===== config.mk =====
export PLATFORM = sky130hd
export DESIGN_NAME = compare_decimal_op_decoder
export DESIGN_NICKNAME = d
export VERILOG_FILES = /design/src/core/compare_decimal_pkg.sv /design/src/core/compare_decimal_op_decoder.sv
export SDC_FILE = /design/constraint.sdc
export NUM_CORES = 1
export LEC_CHECK = 0
export CORE_ASPECT_RATIO = 1.5
export CORE_MARGIN = 2
export CORE_UTILIZATION = 45
export DETAILED_ROUTE_END_ITERATION = 6
export DONT_BUFFER_PORTS = 1
export PLACE_DENSITY = 0.68
export SLEW_MARGIN = 40
export SYNTH_ARGS = -nofsm -noshare
export SYNTH_HDL_FRONTEND = slang
export SYNTH_SLANG_ARGS = --single-unit

===== constraint.sdc =====
create_clock -name clock -period 4.8 [get_ports clock]
set_input_delay 0.48 -clock clock [delete_from_list [all_inputs] [get_ports clock]]
set_output_delay 0.48 -clock clock [all_outputs]
set_load 0.03 [all_outputs]

===== src/core/compare_decimal_pkg.sv =====
// constants and types for the compare / decimal-add decoder
// assumes one core clock; no software-visible registers
package compare_decimal_pkg;
	typedef enum logic [2:0] {
		form_cmp_short_imm = 3'h0,
		form_cmp_general   = 3'h1,
		form_cmp_long      = 3'h2,
		form_cmp_short_src = 3'h3,
		form_cmp_ext_imm   = 3'h4,
		form_decimal_add_with_carry_op_imm      = 3'h5,
		form_decimal_add_with_carry_op          = 3'h6,
		form_decimal_add_op          = 3'h7
	} op_form_t;
	typedef enum logic [2:0] {
		kind_data_reg = 3'h0,
		kind_addr_reg = 3'h1,
		kind_addr_ind = 3'h2,
		kind_disp     = 3'h3,
		kind_abs      = 3'h4,
		kind_bad      = 3'h5
	} operand_kind_t;
	typedef enum logic [1:0] {
		st_idle = 2'b00,
		st_exec = 2'b01,
		st_done = 2'b11
	} exec_state_t;
	// -----------------------------------------------
	// prefix bytes and operand field codes
	// -----------------------------------------------
	localparam logic [7:0] PREFIX_DST    = 8'h09;
	localparam logic [7:0] PREFIX_SRC    = 8'h41;
	localparam logic [7:0] PREFIX_BOTH   = 8'h49;
	localparam logic [2:0] MODE_DATA     = 3'h4;
	localparam logic [3:0] MODE_ADDR     = 4'h1;
	localparam logic [3:0] MODE_IND      = 4'h0;
	localparam logic [2:0] MODE_DSP8     = 3'h1;
	localparam logic [2:0] MODE_DSP16    = 3'h2;
	localparam logic [3:0] MODE_DSP24    = 4'h6;
	localparam logic [4:0] MODE_ABSOLUTE_16BIT_MODE    = 5'h0f;
	localparam logic [4:0] MODE_ABSOLUTE_24BIT_MODE    = 5'h0e;
	localparam logic [4:0] PAIR_FIRST    = 5'h12;
	localparam logic [4:0] PAIR_SECOND   = 5'h13;
	localparam logic [1:0] SHORT_DATA    = 2'b00;
	localparam logic [1:0] SHORT_ABSOLUTE_16BIT_MODE   = 2'b01;
	localparam logic [1:0] EXT_DSP8      = 2'h1;
	localparam logic [1:0] EXT_16        = 2'h2;
	localparam logic [1:0] EXT_24        = 2'h3;
	// -----------------------------------------------
	// lengths in bytes and execution cycles
	// -----------------------------------------------
	localparam logic [3:0] LEN_SHORT_REG = 4'h2;
	localparam logic [3:0] LEN_SHORT_DSP = 4'h3;
	localparam logic [3:0] LEN_SHORT_ABS = 4'h4;
	localparam logic [3:0] LEN_SRC_DSP   = 4'h2;
	localparam logic [3:0] LEN_SRC_ABS   = 4'h3;
	localparam logic [3:0] LEN_GENERAL   = 4'h2;
	localparam logic [3:0] LEN_EXT_IMM   = 4'h3;
	localparam logic [3:0] LEN_DECIMAL_ADD_WITH_CARRY_OP_IMM  = 4'h4;
	localparam logic [3:0] LEN_DECIMAL   = 4'h3;
	localparam logic [3:0] LEN_PREFIX    = 4'h1;
	localparam logic [3:0] LEN_WORD_IMM  = 4'h1;
	localparam logic [3:0] CYC_SHORT_REG = 4'h1;
	localparam logic [3:0] CYC_SHORT_MEM = 4'h3;
	localparam logic [3:0] CYC_GEN_REG   = 4'h1;
	localparam logic [3:0] CYC_GEN_ONE   = 4'h3;
	localparam logic [3:0] CYC_GEN_TWO   = 4'h4;
	localparam logic [3:0] CYC_LONG_REG  = 4'h2;
	localparam logic [3:0] CYC_LONG_ONE  = 4'h5;
	localparam logic [3:0] CYC_LONG_TWO  = 4'h8;
	localparam logic [3:0] CYC_EXT_REG   = 4'h2;
	localparam logic [3:0] CYC_EXT_MEM   = 4'h4;
	localparam logic [3:0] CYC_DEC_REG   = 4'h4;
	localparam logic [3:0] CYC_DEC_ONE   = 4'h6;
	localparam logic [3:0] CYC_DEC_TWO   = 4'h7;
	localparam logic [3:0] CYC_IND_ONE   = 4'h3;
	localparam logic [3:0] CYC_IND_TWO   = 4'h6;
	localparam logic [3:0] COUNT_LAST    = 4'h1;
endpackage


===== src/core/compare_decimal_op_decoder.sv =====
// decode and timing of the compare and decimal-add instruction group
// assumes the fetch unit presents one opcode at a time, synchronous to clock
//
// Function
// - short compare immediate: 2-bit dest 00/10/11/01, costs 2/1, 3/3, 4/3
// - prefix 00001001 marks indirect destination: one more byte, three cycles
// - size bit 1 is word; widens short and decimal immediates by one byte
// - general compare prefix 01000001 marks indirect source only
// - general compare prefix 01001001 marks both operands indirect
// - one indirect operand adds 1 byte/3 cycles, two add 1/6
// - 5-bit field register modes: data registers, address registers, indirect
// - 5-bit field memory modes: 8/16/24-bit displacements and absolutes
// - byte/word compare costs 1, 3 or 4 cycles; 2 bytes plus extensions
// - long compare takes only the two register pairs among data registers; 2, 5 or 8 cycles
// - short compare into first data register: 2/3 displacement, 3/3 absolute
// - extended-immediate compare: long destination, 3 bytes, 2 or 4 cycles
// - decimal add-carry immediate: 4 bytes, 4 or 6 cycles
// - decimal add-carry two operands: 3 bytes, 4, 6 or 7 cycles
// - decimal add two operands times like add-carry: 4, 6 or 7
`timescale 1ns/10ps
`default_nettype none
module compare_decimal_op_decoder
	import compare_decimal_pkg::*;
(
	input  wire logic                               clock,
	input  wire logic                               reset_n,
	input  wire logic                               op_valid,
	output logic                                    op_ready,
	input  wire compare_decimal_pkg::op_form_t      op_form,
	input  wire logic                               prefix_valid,
	input  wire logic [7:0]                         prefix_byte,
	input  wire logic                               size_word,
	input  wire logic [4:0]                         src_field,
	input  wire logic [4:0]                         dst_field,
	input  wire logic [1:0]                         short_field,
	output logic                                    decode_valid,
	output logic                                    decode_illegal,
	output logic [3:0]                              instr_length,
	output logic [3:0]                              exec_cycles,
	output logic [1:0]                              src_ext_bytes,
	output logic [1:0]                              dst_ext_bytes,
	output compare_decimal_pkg::operand_kind_t      src_kind,
	output compare_decimal_pkg::operand_kind_t      dst_kind,
	output logic                                    src_indirect,
	output logic                                    dst_indirect,
	output logic                                    writes_dest,
	output logic                                    exec_busy,
	output logic                                    exec_done
);
	import compare_decimal_pkg::*;

	// -----------------------------------------------
	// operand field decoding
	// -----------------------------------------------
	function automatic operand_kind_t kind_of(input logic [4:0] f, input logic long_op);
		operand_kind_t k;
		k = kind_bad;
		if (f[4:2] == MODE_DATA) begin
			// long forms only name the two register pairs
			k = (!long_op || f == PAIR_FIRST || f == PAIR_SECOND) ? kind_data_reg : kind_bad;
		end else if (f[4:1] == MODE_ADDR) begin
			k = kind_addr_reg;
		end else if (f[4:1] == MODE_IND) begin
			k = kind_addr_ind;
		end else if (f == MODE_ABSOLUTE_16BIT_MODE || f == MODE_ABSOLUTE_24BIT_MODE) begin
			k = kind_abs;
		end else if (f[4] == 1'b0) begin
			k = kind_disp;
		end
		return k;
	endfunction

	function automatic logic [1:0] ext_of(input logic [4:0] f);
		logic [1:0] e;
		e = 2'h0;
		if (f[4:2] == MODE_DSP8) begin
			e = EXT_DSP8;
		end else if (f[4:2] == MODE_DSP16 || f == MODE_ABSOLUTE_16BIT_MODE) begin
			e = EXT_16;
		end else if (f[4:1] == MODE_DSP24 || f == MODE_ABSOLUTE_24BIT_MODE) begin
			e = EXT_24;
		end
		return e;
	endfunction

	function automatic logic is_mem(input operand_kind_t k);
		return k == kind_addr_ind || k == kind_disp || k == kind_abs;
	endfunction

	// -----------------------------------------------
	// combinational decode of the offered opcode
	// -----------------------------------------------
	exec_state_t   state;
	logic [3:0]    count;
	logic          take;
	logic          long_op;
	logic          next_bad;
	logic [3:0]    next_len;
	logic [3:0]    next_cyc;
	logic [1:0]    next_se;
	logic [1:0]    next_de;
	logic          next_si;
	logic          next_di;
	operand_kind_t next_sk;
	operand_kind_t next_dk;
	logic [1:0]    n_mem;
	logic          decimal_op;

	assign op_ready   = (state == st_idle);
	assign take       = op_valid && op_ready;
	assign long_op    = (op_form == form_cmp_long) || (op_form == form_cmp_ext_imm);
	assign decimal_op = (op_form == form_decimal_add_with_carry_op_imm) || (op_form == form_decimal_add_with_carry_op) || (op_form == form_decimal_add_op);

	always_comb begin
		next_bad = 1'b0;
		next_si  = 1'b0;
		next_di  = 1'b0;
		next_sk  = kind_of(src_field, long_op);
		next_dk  = kind_of(dst_field, long_op);
		next_se  = ext_of(src_field);
		next_de  = ext_of(dst_field);
		next_len = LEN_GENERAL;
		next_cyc = CYC_GEN_REG;
		if (prefix_valid) begin
			case (prefix_byte)
				PREFIX_DST: next_di = 1'b1;
				PREFIX_SRC: next_si = 1'b1;
				PREFIX_BOTH: begin
					next_si = 1'b1;
					next_di = 1'b1;
				end
				default: next_bad = 1'b1;
			endcase
		end
		n_mem = {1'b0, is_mem(next_sk)} + {1'b0, is_mem(next_dk)};
		case (op_form)
			form_cmp_short_imm, form_cmp_short_src: begin
				// short forms carry a 2-bit field; the data register is implied
				next_sk = kind_data_reg;
				next_dk = kind_data_reg;
				next_se = 2'h0;
				next_de = 2'h0;
				next_cyc = CYC_SHORT_MEM;
				case (short_field)
					SHORT_DATA: begin
						next_len = LEN_SHORT_REG;
						next_cyc = CYC_SHORT_REG;
						next_bad = next_bad || (op_form == form_cmp_short_src);
					end
					SHORT_ABSOLUTE_16BIT_MODE: begin
						next_dk  = kind_abs;
						next_de  = EXT_16;
						next_len = (op_form == form_cmp_short_src) ? LEN_SRC_ABS : LEN_SHORT_ABS;
					end
					default: begin
						next_dk  = kind_disp;
						next_de  = EXT_DSP8;
						next_len = (op_form == form_cmp_short_src) ? LEN_SRC_DSP : LEN_SHORT_DSP;
					end
				endcase
				if (op_form == form_cmp_short_imm) begin
					next_len = next_len + (size_word ? LEN_WORD_IMM : 4'h0);
				end else begin
					// the source form puts its memory operand on the source side
					next_sk = next_dk;
					next_se = next_de;
					next_dk = kind_data_reg;
					next_de = 2'h0;
					next_si = next_di;
					next_di = 1'b0;
				end
				next_bad = next_bad || (prefix_valid && prefix_byte != PREFIX_DST);
			end
			form_cmp_general, form_cmp_long, form_decimal_add_with_carry_op, form_decimal_add_op: begin
				next_len = ((op_form == form_decimal_add_with_carry_op) || (op_form == form_decimal_add_op)) ? LEN_DECIMAL : LEN_GENERAL;
				next_len = next_len + 4'(next_se) + 4'(next_de);
				case (op_form)
					form_cmp_general: next_cyc = (n_mem == 2'd0) ? CYC_GEN_REG :
						(n_mem == 2'd1) ? CYC_GEN_ONE : CYC_GEN_TWO;
					form_cmp_long: next_cyc = (n_mem == 2'd0) ? CYC_LONG_REG :
						(n_mem == 2'd1) ? CYC_LONG_ONE : CYC_LONG_TWO;
					default: next_cyc = (n_mem == 2'd0) ? CYC_DEC_REG :
						(n_mem == 2'd1) ? CYC_DEC_ONE : CYC_DEC_TWO;
				endcase
				// decimal adds have no indirect prefix
				next_bad = next_bad || (prefix_valid && decimal_op) ||
					next_sk == kind_bad || next_dk == kind_bad;
			end
			default: begin
				// immediate forms: only a destination field
				next_sk = kind_data_reg;
				next_se = 2'h0;
				if (op_form == form_cmp_ext_imm) begin
					next_len = LEN_EXT_IMM + 4'(next_de);
					next_cyc = is_mem(next_dk) ? CYC_EXT_MEM : CYC_EXT_REG;
				end else begin
					next_len = LEN_DECIMAL_ADD_WITH_CARRY_OP_IMM + 4'(next_de) + (size_word ? LEN_WORD_IMM : 4'h0);
					next_cyc = is_mem(next_dk) ? CYC_DEC_ONE : CYC_DEC_REG;
				end
				next_bad = next_bad || next_dk == kind_bad ||
					(prefix_valid && (decimal_op || prefix_byte != PREFIX_DST));
			end
		endcase
		if (next_si || next_di) begin
			next_len = next_len + LEN_PREFIX;
			next_cyc = next_cyc + ((next_si && next_di) ? CYC_IND_TWO : CYC_IND_ONE);
		end
	end

	// -----------------------------------------------
	// registered decode results
	// -----------------------------------------------
	always_ff @(posedge clock) begin
		if (!reset_n) begin
			decode_valid   <= 1'b0;
			decode_illegal <= 1'b0;
		end else begin
			decode_valid   <= take;
			decode_illegal <= take ? next_bad : decode_illegal;
		end
	end

	always_ff @(posedge clock) begin
		if (!reset_n) begin
			instr_length  <= 4'h0;
			exec_cycles   <= 4'h0;
			src_ext_bytes <= 2'h0;
			dst_ext_bytes <= 2'h0;
			src_kind      <= kind_data_reg;
			dst_kind      <= kind_data_reg;
			src_indirect  <= 1'b0;
			dst_indirect  <= 1'b0;
			writes_dest   <= 1'b0;
		end else if (take) begin
			instr_length  <= next_len;
			exec_cycles   <= next_cyc;
			src_ext_bytes <= next_se;
			dst_ext_bytes <= next_de;
			src_kind      <= next_sk;
			dst_kind      <= next_dk;
			src_indirect  <= next_si;
			dst_indirect  <= next_di;
			writes_dest   <= decimal_op && !next_bad;
		end
	end

	// -----------------------------------------------
	// execution timing
	// -----------------------------------------------
	// an illegal opcode never enters execution, so the pipeline can trap at once
	always_ff @(posedge clock) begin
		if (!reset_n) begin
			state <= st_idle;
			count <= 4'h0;
		end else begin
			case (state)
				st_idle: begin
					if (take && !next_bad) begin
						state <= st_exec;
						count <= next_cyc;
					end
				end
				st_exec: begin
					count <= count - 4'h1;
					if (count == COUNT_LAST) begin
						state <= st_done;
					end
				end
				st_done: state <= st_idle;
				default: state <= st_idle;
			endcase
		end
	end

	assign exec_busy = (state == st_exec);
	assign exec_done = (state == st_done);
endmodule
`default_nettype wire


Word level (Yosys, flattened, before mapping)

Index checks and enable logic that the tools add are counted.

Reduce and logical (&&, ||, !) cells: 50
Muxes and demuxes: 70
Equality and inequality tests: 44
Add/sub/neg operators: 10

Operators with widths:

| cell                                                  | count |
|---|---|
| 2-to-1 mux 3 bit                                      | 21 |
| 2-to-1 mux 4 bit                                      | 8 |
| case mux 4 bit (2 select lines)                       | 4 |
| equality test 3 bit, second input constant            | 10 |
| 2-to-1 mux 2 bit                                      | 14 |
| logical OR 1 bit                                      | 27 |
| equality test 3 x 2 -> 1 bit, second input constant   | 8 |
| equality test 5 x 4 -> 1 bit, second input constant   | 4 |
| equality test 5 bit, second input constant            | 4 |
| case mux 3 bit (2 select lines)                       | 3 |
| equality test 8 x 7 -> 1 bit, second input constant   | 2 |
| 2-to-1 mux 1 bit                                      | 16 |
| equality test 4 x 1 -> 1 bit, second input constant   | 3 |
| case mux 2 bit (2 select lines)                       | 3 |
| equality test 3 x 1 -> 1 bit, second input constant   | 3 |
| equality test 4 x 3 -> 1 bit, second input constant   | 2 |
| equality test 8 x 4 -> 1 bit, second input constant   | 1 |
| logical NOT 4 bit                                     | 2 |
| inequality test 8 x 4 -> 1 bit, second input constant | 1 |
| logical AND 1 bit                                     | 7 |
| equality test 2 x 1 -> 1 bit, second input constant   | 3 |
| logical NOT 2 bit                                     | 3 |
| OR reduction 2 bit                                    | 3 |
| adder 3 x 2 -> 4 bit                                  | 1 |
| other kinds (18)                                      | 21 |

Input bits: 28
Logic and storage cells: 187
Flip-flop bits (word level): 29

Logic depth before layout (Yosys ltp)

Gate-level depths: netlist (run 1).

Word-level depth: 20
Depth in mapped cells: 15

Worst setup path before layout (run 1)

OpenSTA, ideal clock, no wires.

Path type: input to register
From: input dst_field[4]
To: register instr_length[3]
Path buffers: 1
Stages: 12
Slack: 1.757 ns
Arrival: 2.917 ns
Cells stage by stage: clkbuf_1 > and3b_1 > fa_1 > ha_1 > ha_1 > nand2b_1 > o21ai_0 > a21oi_1 > o221a_2 > or3b_2 > nand3_1 > o211ai_1

Longest elaborated chain between the ends: 11
Elaborated cells between the ends (all ways): 18

RTL lines:

| element                                                                             | line                              | RTL |
|---|---|---|
| start: declaration                                                                  | compare_decimal_op_decoder.sv:34  | `input wire logic [4:0] dst_field,` |
| equality test 5 x 4 -> 1 bit / equality test 4 x 3 -> 1 bit (equally long branches) | compare_decimal_op_decoder.sv:80  | `end else if (f[4:1] == MODE_DSP24 \|\| f == MODE_ABSOLUTE_24BIT_MODE) begin` |
| logical OR 1 bit                                                                    | compare_decimal_op_decoder.sv:80  |  |
| 2-to-1 mux 2 bit                                                                    | compare_decimal_op_decoder.sv:80  |  |
| 2-to-1 mux 2 bit                                                                    | compare_decimal_op_decoder.sv:78  | `end else if (f[4:2] == MODE_DSP16 \|\| f == MODE_ABSOLUTE_16BIT_MODE) begin` |
| 2-to-1 mux 2 bit *                                                                  | compare_decimal_op_decoder.sv:76  | `if (f[4:2] == MODE_DSP8) begin` |
| adder 3 x 2 -> 4 bit                                                                | compare_decimal_op_decoder.sv:197 | `next_len = LEN_DECIMAL_ADD_WITH_CARRY_OP_IMM + 4'(next_de) + (size_word ? LEN_WORD_IMM : 4'h0);` |
| adder 4 x 1 -> 4 bit                                                                | compare_decimal_op_decoder.sv:197 |  |
| 2-to-1 mux 4 bit                                                                    | compare_decimal_op_decoder.sv:193 | `if (op_form == form_cmp_ext_imm) begin` |
| case mux 4 bit (2 select lines) *                                                   | compare_decimal_op_decoder.sv:136 | `case (op_form)` |
| adder 4 x 1 -> 4 bit                                                                | compare_decimal_op_decoder.sv:205 | `next_len = next_len + LEN_PREFIX;` |
| 2-to-1 mux 4 bit *                                                                  | compare_decimal_op_decoder.sv:204 | `if (next_si \|\| next_di) begin` |
| end signal: assignment                                                              | compare_decimal_op_decoder.sv:235 | `instr_length <= next_len;` |
| end: declaration                                                                    | compare_decimal_op_decoder.sv:38  | `output logic [3:0] instr_length,` |

Mark *: on every way between the ends. The rest lies on a longest branch, timed or not.
A chain may end at the register's enable or synchronous reset.

Worst setup path in the final report (run 1)

From: input dst_field[0]
To: register instr_length[3]

Longest elaborated chain between the ends: 11
Elaborated cells between the ends (all ways): 15

RTL lines:

| element                           | line |
|---|---|
| equality test 5 x 4 -> 1 bit      | compare_decimal_op_decoder.sv:80 |
| logical OR 1 bit                  | compare_decimal_op_decoder.sv:80 |
| 2-to-1 mux 2 bit                  | compare_decimal_op_decoder.sv:80 |
| 2-to-1 mux 2 bit *                | compare_decimal_op_decoder.sv:78 |
| 2-to-1 mux 2 bit *                | compare_decimal_op_decoder.sv:76 |
| adder 3 x 2 -> 4 bit              | compare_decimal_op_decoder.sv:197 |
| adder 4 x 1 -> 4 bit              | compare_decimal_op_decoder.sv:197 |
| 2-to-1 mux 4 bit                  | compare_decimal_op_decoder.sv:193 |
| case mux 4 bit (2 select lines) * | compare_decimal_op_decoder.sv:136 |
| adder 4 x 1 -> 4 bit              | compare_decimal_op_decoder.sv:205 |
| 2-to-1 mux 4 bit *                | compare_decimal_op_decoder.sv:204 |

Marked as above.

==> impl_metrics.ini, run 1 <==
[critical_path]
cp-end-kind = flip-flop
crit_arrival_ns = 2.87
required_ns = 4.96
critical_path_class = in -> reg
cp-start-kind = input port
path_max_fanout = 3

[place]
hpwl_um = 4490
place.gp.congestion = 0.907
post_dp_cell_area_um2 = 2300
port_buffers = 0
dpl.cell_count = 346

[die]
die_height_um = 91.6
die_area_um2 = 5710
coreArea_um2 = 4890
io_pins = 54
start_util = 0.471
std_cell_rows = 31
dieWidth_um = 62.4

[logic_synthesis]
synth.distinct_cells = 54
synthXorXnorAreaFrac = 0.0337
synth_nets = 345
synthMuxAreaShare = 0.0533
synth_top_family_by_area = compound AO/OA/AOI/OAI gates
ys_async_sr_fraction = 0
synth_simple_gate_area_share = 0.242
synth_fa_ha_area_frac = 0.107
synthCells = 298
netlist_area_um2 = 2300
syn_avg_cell_area_um2 = 7.72
synth_edf_count = 0
synth_seq_cells = 29
synth_seq_area_share = 0.252
synth_flop_cell = dfxtp_1
yosysWarnings = 0
synth_compound_area_frac = 0.249

[clocking]
clk_pin_slew_ns = 0.06
clock-sinks = 29
cts-root-buf = clkbuf_8
cts_tree = yes
cts_resized = 0
ctsHoldBuffers = 0
cts_setup_buffers = 0
cts_max_level = 2
clockBufferDepth = 2
cts_buffers = 5
clkLatencyLatePin_ns = 0.28

[final_layout]
stdcell_area_um2 = 2400
utilization = 0.492
area_delta_synth_final_pct = 4.46
insertedDiodeCount = 0
layoutNonFillerInstCount = 354
drive_gt1_frac = 0.0590
nets = 334
fillers = 520

[drt]
postRouteAntennaNets = 0
finalWirelength_um = 5790
via_count = 2095
drtIter0Drc = 122
first_pass_iters = 4
drc_errors = 0
routed_via_density = 5.92
wl_per_cell_um = 16.4

[grt]
gr-usage-all-layers = 0.214
grt_max_degree = 29
gr-total-overflow = 0
antenna_found_initial = 0
grt_pass1_wl_um = 9720
grt_pass1_vias = 2016

[sta]
slew_headroom = 0.478
rsz0062_at_grt = no
tns_ns = 0
tightest_slew_ns = 0.780
hold_violations = 0
setup_viol = 0
drv_slew = 0
fin_crit_ns = 2.71
post-route-period-util = 0.565
finClkSkew_ns = 0.00560
fmax_mhz = 369

[flow_run]
drv_cap = 0

[pwr]
leakage_nw = 0.959
powerDensity_nw_per_um2 = 289
ir_drop_mv = 0.118

[outcome]
status = complete, no violations

[worst_hold_path]
hp-class = in -> reg
==> per-stage QoR <==
stage	power (mW)	hold slack, ns	worst slack (ns)
floorplan	0.455	0.429	1.76
finish	0.695	0.322	2.09
detailed placement	0.478	0.470	1.81
global placement	0.475	0.466	1.83
global route	0.738	0.312	1.87
CTS	0.701	0.312	2.10
==> routing by layer <==
metal	share of wire	up-vias	wire length (µm)	global-route usage
met5	0	-	0	0
met4	0.045	0	259	0.124
met3	0.032	16	187	0.0359
met2	0.52	49	3020	0.393
met1	0.40	968	2320	0.227
li1	-	1062	-	-
==> final cells by class <==
| cell class | instances | area, µm² | share of cell area |
|---|---|---|---|
| Inverter | 17 | 63.8 | 0.0266 |
| Tap cell | 66 | 82.6 | 0.0344 |
| Clock buffer | 7 | 96.3 | 0.0401 |
| Sequential cell | 29 | 581 | 0.242 |
| Multi-Input combinational cell | 234 | 1570 | 0.655 |
| Clock inverter | 1 | 5.00 | 0.00208 |
==> flip-flops by register name (all words and copies together), names as in the netlist <==
register and count:
dst_ext_bytes 2, decode_valid 1, dst_kind 3, src_ext_bytes 2
writes_dest 1, instr_length 4, state 2, count 4
decode_illegal 1, dst_indirect 1, src_kind 3, src_indirect 1
exec_cycles 4
==> synth_stat cells, types with 2 or more instances <==
| cell type | instances | area share |
|---|---|---|
| a31oi_1 | 8 | 0.022 |
| nand4_1 | 2 | 0.0054 |
| a32oi_1 | 2 | 0.0076 |
| xor2_1 | 3 | 0.011 |
| and2_1 | 5 | 0.014 |
| a211o_1 | 2 | 0.0076 |
| nor3_1 | 11 | 0.024 |
| o211a_1 | 2 | 0.0087 |
| nor2b_1 | 5 | 0.014 |
| clkbuf_1 | 11 | 0.018 |
| a21oi_1 | 25 | 0.054 |
| nand3b_1 | 4 | 0.013 |
| clkinv_1 | 2 | 0.0033 |
| nand2b_1 | 6 | 0.016 |
| buf_2 | 6 | 0.013 |
| inv_1 | 15 | 0.024 |
| o21ai_0 | 20 | 0.044 |
| xnor2_1 | 4 | 0.015 |
| ha_1 | 18 | 0.098 |
| o221ai_1 | 2 | 0.0076 |
| a221o_1 | 2 | 0.0087 |
| nor2_1 | 25 | 0.041 |
| o21a_1 | 2 | 0.0065 |
| a211oi_1 | 3 | 0.0098 |
| o211ai_1 | 3 | 0.0098 |
| mux2i_1 | 10 | 0.044 |
| nand3_1 | 5 | 0.011 |
| and3_1 | 2 | 0.0054 |
| o22ai_1 | 4 | 0.011 |
| nand2_1 | 32 | 0.052 |
| nor3b_1 | 2 | 0.0065 |
| nor4_1 | 3 | 0.0082 |
| dfxtp_1 | 29 | 0.25 |
| o31ai_1 | 3 | 0.0098 |
==> critical path, cell delays in order <==
cell and delay, ns:
nand3_1 0.05, and3b_1 0.26, fa_1 0.44, ha_1 0.19, ha_1 0.31, nand2b_1 0.06
o21ai_0 0.07, a21oi_1 0.09, o221a_2 0.26, or3b_2 0.48, nand3_1 0.10, o211ai_1 0.07
==> report_power, final <==
group	internal [mW]	total (mW)	leakage, nW	switching [mW]
Sequential	0.263	0.311	0.239	0.0477
Clock	0.129	0.221	0.0542	0.0920
Combinational	0.0685	0.163	0.666	0.0943
Total	0.461	0.695	0.959	0.234
==> path summary, 6_finish.rpt <==
kind | start | end | slack (ns) | cells past startpoint
worst min-delay path | reset_n | count[0]$_SDFFE_PN0P_ | 0.32 | 1
worst min register to register | state[1]$_SDFFE_PN0P_ | state[0]$_SDFFE_PN0P_ | 0.48 | 1
worst max register to register | state[0]$_SDFFE_PN0P_ | count[1]$_SDFFE_PN0P_ | 2.30 | 5
worst max-delay path | dst_field[0] | instr_length[3]$_SDFFE_PN0P_ | 2.09 | 12
==> cells in the final DEF, fill, tap and decap left out, types with 2 or more instances in the layout <==
cell / instances
o221ai_1: 2
a21oi_1: 25
nand4_1: 2
a32oi_1: 2
a31oi_1: 8
o22ai_1: 4
o21a_1: 2
nor3b_1: 2
a211oi_1: 3
o31ai_1: 3
o211ai_1: 3
a221o_1: 2
nor2b_1: 5
o211a_1: 2
nand2_1: 32
clkbuf_8: 7
nand2b_1: 6
nor3_1: 11
mux2i_1: 10
ha_1: 18
o21ai_0: 20
inv_1: 15
clkinv_1: 2
xnor2_1: 4
xor2_1: 3
nor4_1: 3
dfxtp_1: 29
nor2_1: 25
nand3_1: 5
and2_1: 4
a211o_1: 2
and3_1: 2
nand3b_1: 4
==> logic make-up after synthesis <==
family          count (synthesis)
compound gates                 86
xor+xnor                        8
fa+ha+maj                      19
buf+inv                        35
flops                          29
mux                            11
simple gates                  110
Note: power is estimated with default switching activity, not from simulation.
==> run 2: changes to the inputs <==
--- a/config.mk
+++ b/config.mk
@@ -5,12 +5,13 @@
 export SDC_FILE = /design/constraint.sdc
 export NUM_CORES = 1
 export LEC_CHECK = 0
+export ABC_AREA = 1
 export CORE_ASPECT_RATIO = 1.5
 export CORE_MARGIN = 2
 export CORE_UTILIZATION = 45
 export DETAILED_ROUTE_END_ITERATION = 6
 export DONT_BUFFER_PORTS = 1
-export PLACE_DENSITY = 0.68
+export PLACE_DENSITY = 0.7
 export SLEW_MARGIN = 40
 export SYNTH_ARGS = -nofsm -noshare
 export SYNTH_HDL_FRONTEND = slang
==> constraint.sdc (replaced) <==
create_clock -name clock -period 2.23 [get_ports clock]
set_input_delay 0.223 -clock clock [delete_from_list [all_inputs] [get_ports clock]]
set_output_delay 0.223 -clock clock [all_outputs]
set_load 0.03 [all_outputs]
==> impl_metrics.ini, run 2 <==
[clocking]
cts_tree = yes
clockBufferDepth = 2
cts_buffers = 5
clk_pin_slew_ns = 0.06
clock-sinks = 29
cts_max_level = 2
ctsHoldBuffers = 0
cts-root-buf = clkbuf_8
clkLatencyLatePin_ns = 0.28

[final_layout]
layout_commonest_cell = nand2_1
fillers = 547
register_area_um2 = 581
drive_gt1_frac = 0.192
reg_top3 = count: 4 flops, exec_cycles: 4 flops, instr_length: 4 flops
nets = 453
stdcell_area_um2 = 2780
multi_input_area_um2 = 1550
layout_common_cells = 99 x nand2_1, 53 x inv_1, 32 x buf_4
utilization = 0.546
area_delta_synth_final_pct = 18.3
insertedDiodeCount = 0

[critical_path]
crit_top_cell = nand2_1
critical_path_class = in -> reg
path_max_fanout = 3
cpPeakStageDelay_ns = 0.24
cp-end-kind = flip-flop
crit_arrival_ns = 2.30
crit_chain = inv_8 > nor2_4 > nand3_2 > nand2_2 > or2_4 > nand2_4 > inv_2 > ha_4 > a21oi_2 > o21ai_1 > nand2_1 > nand2_1 > ha_2 > inv_2 > ha_4 > xor2_1 > nand2_1 > nand2_1 > nand2_1 > o211ai_1 > inv_1
cp.buffers_inverters = 4
crit_path_top_delay_cell = or2_4
required_ns = 2.41
crit_family = simple AND/OR/NAND/NOR gates
cp-start-kind = input port

[logic_synthesis]
synth_seq_area_share = 0.247
yosysTopAreaCell = dfxtp_1
yosysWarnings = 0
synth_nets = 424
syn_avg_cell_area_um2 = 6.23
synth.most_common_cell = nand2_1
synth.distinct_cells = 36
synth_area_leaders = dfxtp_1 25%, nand2_1 16%, ha_1 9.6%, inv_1 9.3%, a21oi_1 5.8%
ys_async_sr_fraction = 0
netlist_area_um2 = 2350
synth_top_area_frac = 0.247
synth_edf_count = 0
synthCells = 377
synth_flop_cell = dfxtp_1
synth_seq_cells = 29
synth_common_cells = 101 x nand2_1, 58 x inv_1, 32 x nor2_1

[place]
hpwl_um = 4880
port_buffers = 0
post-place-ws_ns = -0.139
post_dp_cell_area_um2 = 2650
place.gp.congestion = 0.893

[outcome]
status = complete, no violations

[flow_run]
drv_cap = 0

[drt]
finalWirelength_um = 5980
wl_per_cell_um = 12.6
drtIter0Drc = 155
drc_errors = 0
postRouteAntennaNets = 0
first_pass_iters = 4
via_count = 2458
routed_via_density = 5.17

[grt]
grt_pass1_vias = 2304
gr-total-overflow = 0
grt_max_degree = 19
gr-usage-all-layers = 0.208
antenna_found_initial = 0
grt_pass1_wl_um = 9830

[sta]
hold_violations = 0
drv_slew = 0
tightest_slew_ns = 0.392
slew_headroom = 0.739
fin_crit_ns = 2.12
finClkSkew_ns = 0.00942
setup_ws_ns = 0.105
post-route-period-util = 0.953
setup_viol = 0
fmax_mhz = 471
tns_ns = 0
rsz0062_at_grt = yes

[pwr]
leakage_nw = 1.42
ir_drop_mv = 0.204
powerDensity_nw_per_um2 = 571

[die]
dieWidth_um = 63.0
die_area_um2 = 5820
die_height_um = 92.5
coreArea_um2 = 5080
std_cell_rows = 32
start_util = 0.462
io_pins = 54

[worst_hold_path]
hp-class = in -> reg
==> run 2: final timing paths <==
path | startpoint | to | slack (ns) | depth (start not counted)
worst max-delay path | src_field[2] | exec_cycles[2]$_SDFFE_PN0P_ | 0.11 | 21
worst min-delay path | reset_n | exec_cycles[1]$_SDFFE_PN0P_ | 0.07 | 2
worst max register to register | state[1]$_SDFFE_PN0P_ | count[1]$_SDFFE_PN0P_ | 0.48 | 9
worst min register to register | count[2]$_SDFFE_PN0P_ | count[2]$_SDFFE_PN0P_ | 0.54 | 2
==> run 2: area by class of cell <==
cell class              count  share of cell area
multi-input cells         278               0.559
flip-flops and latches     29               0.209
repair buffers             32              0.0865
inverters                  60              0.0851
well taps                  68              0.0306
clock buffers               6              0.0261
clock inverters             2             0.00360
==> run 2: kinds of logic (layout without fill, tap and decap cells) <==
group	after synthesis	in the layout	share of synthesized area
buffers and inverters	70	100	0.118
AOI/OAI and AO/OA	73	73	0.174
adders and majority gates	19	19	0.104
and+or+nand+nor	185	185	0.352
DFF	29	29	0.247
xor gates and xnor gates	1	1	0.00373
==> run 2: repair_timing <==
action	4_1_cts	5_1_grt
endpoints found under the setup margin	0	4
gates resized for setup	0	5
buffers inserted	0	4
==> run 2: where the power goes <==
part | internal (mW) | total, mW | leakage, nW | switching [mW]
clock | 0.216 | 0.417 | 0.0450 | 0.201
combinational | 0.199 | 0.486 | 1.14 | 0.286
sequential | 0.572 | 0.685 | 0.239 | 0.113
==> run 2: stage by stage <==
| step | total power, mW | std cells | hold WS [ns] |
|---|---|---|---|
| 2_1_floorplan | 1.05 | 377 | 0.432 |
| 3_3_place_gp | 1.16 | 463 | 0.371 |
| 3_5_place_dp | 1.17 | 463 | 0.369 |
| 4_1_cts | 1.58 | 471 | 0.0754 |
| 5_1_grt | 1.68 | 475 | 0.0824 |
| 6_report | 1.59 | 475 | 0.0731 |
==> run 2: layer usage <==
layer  wire (µm)  vias up  GRT usage  part of all wire
met4         194        0      0.104             0.032
met1        2340     1105      0.226              0.39
li1            -     1271          -                 -
met2        3130       69      0.381              0.52
met5           0        -          0                 0
met3         319       13     0.0389             0.053
==> run 3: changes to the inputs <==
--- a/config.mk
+++ b/config.mk
@@ -11,7 +11,7 @@
 export CORE_UTILIZATION = 45
 export DETAILED_ROUTE_END_ITERATION = 6
 export DONT_BUFFER_PORTS = 1
-export PLACE_DENSITY = 0.7
+export PLACE_DENSITY = 0.68
 export SLEW_MARGIN = 40
 export SYNTH_ARGS = -nofsm -noshare
 export SYNTH_HDL_FRONTEND = slang
==> constraint.sdc (replaced) <==
create_clock -name clock -period 2.3 [get_ports clock]
set_input_delay 0.23 -clock clock [delete_from_list [all_inputs] [get_ports clock]]
set_output_delay 0.23 -clock clock [all_outputs]
set_load 0.03 [all_outputs]
==> impl_metrics.ini, run 3 (synthesized netlist as in run 2, its figures left out) <==
[die]
start_util = 0.462
die_area_um2 = 5820
dieWidth_um = 63.0
die_height_um = 92.5
io_pins = 54
std_cell_rows = 32
coreArea_um2 = 5080

[sta]
fmax_mhz = 472
setup_viol = 0
tightest_slew_ns = 0.404
rsz0062_at_grt = no
fin_crit_ns = 2.12
hold_violations = 0
post-route-period-util = 0.921
slew_headroom = 0.730
drv_slew = 0
finClkSkew_ns = 0.00542

[final_layout]
layout_common_cells = 100 x nand2_1, 55 x inv_1, 29 x nor2_1, 29 x dfxtp_1, 26 x buf_4
area_delta_synth_final_pct = 15.8
layoutNonFillerInstCount = 469
layout_commonest_cell = nand2_1
fillers = 520
reg_top3 = count: 4 flops, exec_cycles: 4 flops, instr_length: 4 flops
drive_gt1_frac = 0.177
nets = 447
insertedDiodeCount = 0
stdcell_area_um2 = 2720

[clocking]
clockBufferDepth = 2
cts_buffers = 5
cts_resized = 0
cts_setup_buffers = 0
ctsHoldBuffers = 0
cts_tree = yes
clock-sinks = 29
clk_pin_slew_ns = 0.07
cts_max_level = 2
cts-root-buf = clkbuf_8
clkLatencyLatePin_ns = 0.29

[pwr]
ir_drop_mv = 0.232
powerDensity_nw_per_um2 = 565
leakage_nw = 1.40

[critical_path]
cp-start-kind = input port
cp-end-kind = flip-flop
crit_arrival_ns = 2.35
crit_family = simple AND/OR/NAND/NOR gates
crit_chain = inv_1 > a21oi_1 > or2_4 > nand2_4 > inv_2 > ha_4 > a21oi_4 > o21ai_1 > nand2_1 > nand2_1 > ha_2 > inv_2 > ha_1 > inv_1 > nand2_1 > o21ai_2 > nand2_1 > and3_1 > nor2_1
critical_path_class = in -> reg
cpPeakStageDelay_ns = 0.27
crit_path_top_delay_cell = or2_4
required_ns = 2.53
cp.buffers_inverters = 4
path_max_fanout = 5
crit_top_cell = nand2_1

[worst_hold_path]
hp-class = in -> reg

[grt]
antenna_found_initial = 0
grt_max_degree = 28
gr-usage-all-layers = 0.212
grt_pass1_vias = 2302
gr-total-overflow = 0
grt_pass1_wl_um = 9940

[drt]
via_count = 2410
drc_errors = 0
wl_per_cell_um = 12.4
routed_via_density = 5.14
finalWirelength_um = 5820
drtIter0Drc = 99
first_pass_iters = 5
postRouteAntennaNets = 0

[outcome]
status = complete, no violations

[place]
port_buffers = 0
hpwl_um = 4760
place.gp.congestion = 0.873
dpl.cell_count = 461
post_dp_cell_area_um2 = 2610

[flow_run]
drv_cap = 0
## run 3: cell type report
class | count | area (µm²) | area share
clock buffers | 5 | 68.8 | 0.0253
clock inverters | 3 | 17.5 | 0.00644
inverters | 60 | 225 | 0.0828
multi-input cells | 278 | 1550 | 0.569
flip-flops and latches | 29 | 581 | 0.214
well taps | 68 | 85.1 | 0.0313
repair buffers | 26 | 195 | 0.0718
## run 3: metrics by stage
stage / TNS [ns] / worst slack, ns / total power [mW] / hold slack (ns) / utilization
2_1_floorplan: 0 / 0.000379 / 1.00 / 0.439 / -
3_5_place_dp: -0.722 / -0.179 / 1.13 / 0.377 / 0.513
5_1_grt: 0 / 0.00502 / 1.64 / 0.0847 / 0.535
3_3_place_gp: -0.309 / -0.0858 / 1.12 / 0.376 / 0.513
4_1_cts: 0 / 0.114 / 1.54 / 0.0801 / 0.530
6_report: 0 / 0.181 / 1.54 / 0.0802 / 0.535
## run 3: worst paths after layout
path	cells after the start	start	slack, ns	end
min reg2reg	2	count[2]$_SDFFE_PN0P_	0.54	count[2]$_SDFFE_PN0P_
min	2	reset_n	0.08	dst_indirect$_SDFFE_PN0P_
max reg2reg	7	state[0]$_SDFFE_PN0P_	0.80	count[1]$_SDFFE_PN0P_
max	19	src_field[4]	0.18	count[1]$_SDFFE_PN0P_
## run 3: metal layers
layer / vias to the layer above / part of all wire / track usage
met1: 1076 / 0.41 / 0.221
li1: 1261 / - / -
met5: - / 0 / 0
met3: 14 / 0.052 / 0.0462
met2: 59 / 0.52 / 0.402
met4: 0 / 0.022 / 0.0833
## run 3: power breakdown
group | internal [mW] | switching, mW | total [mW]
logic | 0.187 | 0.274 | 0.460
clock network | 0.208 | 0.204 | 0.413
registers | 0.554 | 0.109 | 0.664
total | 0.949 | 0.587 | 1.54
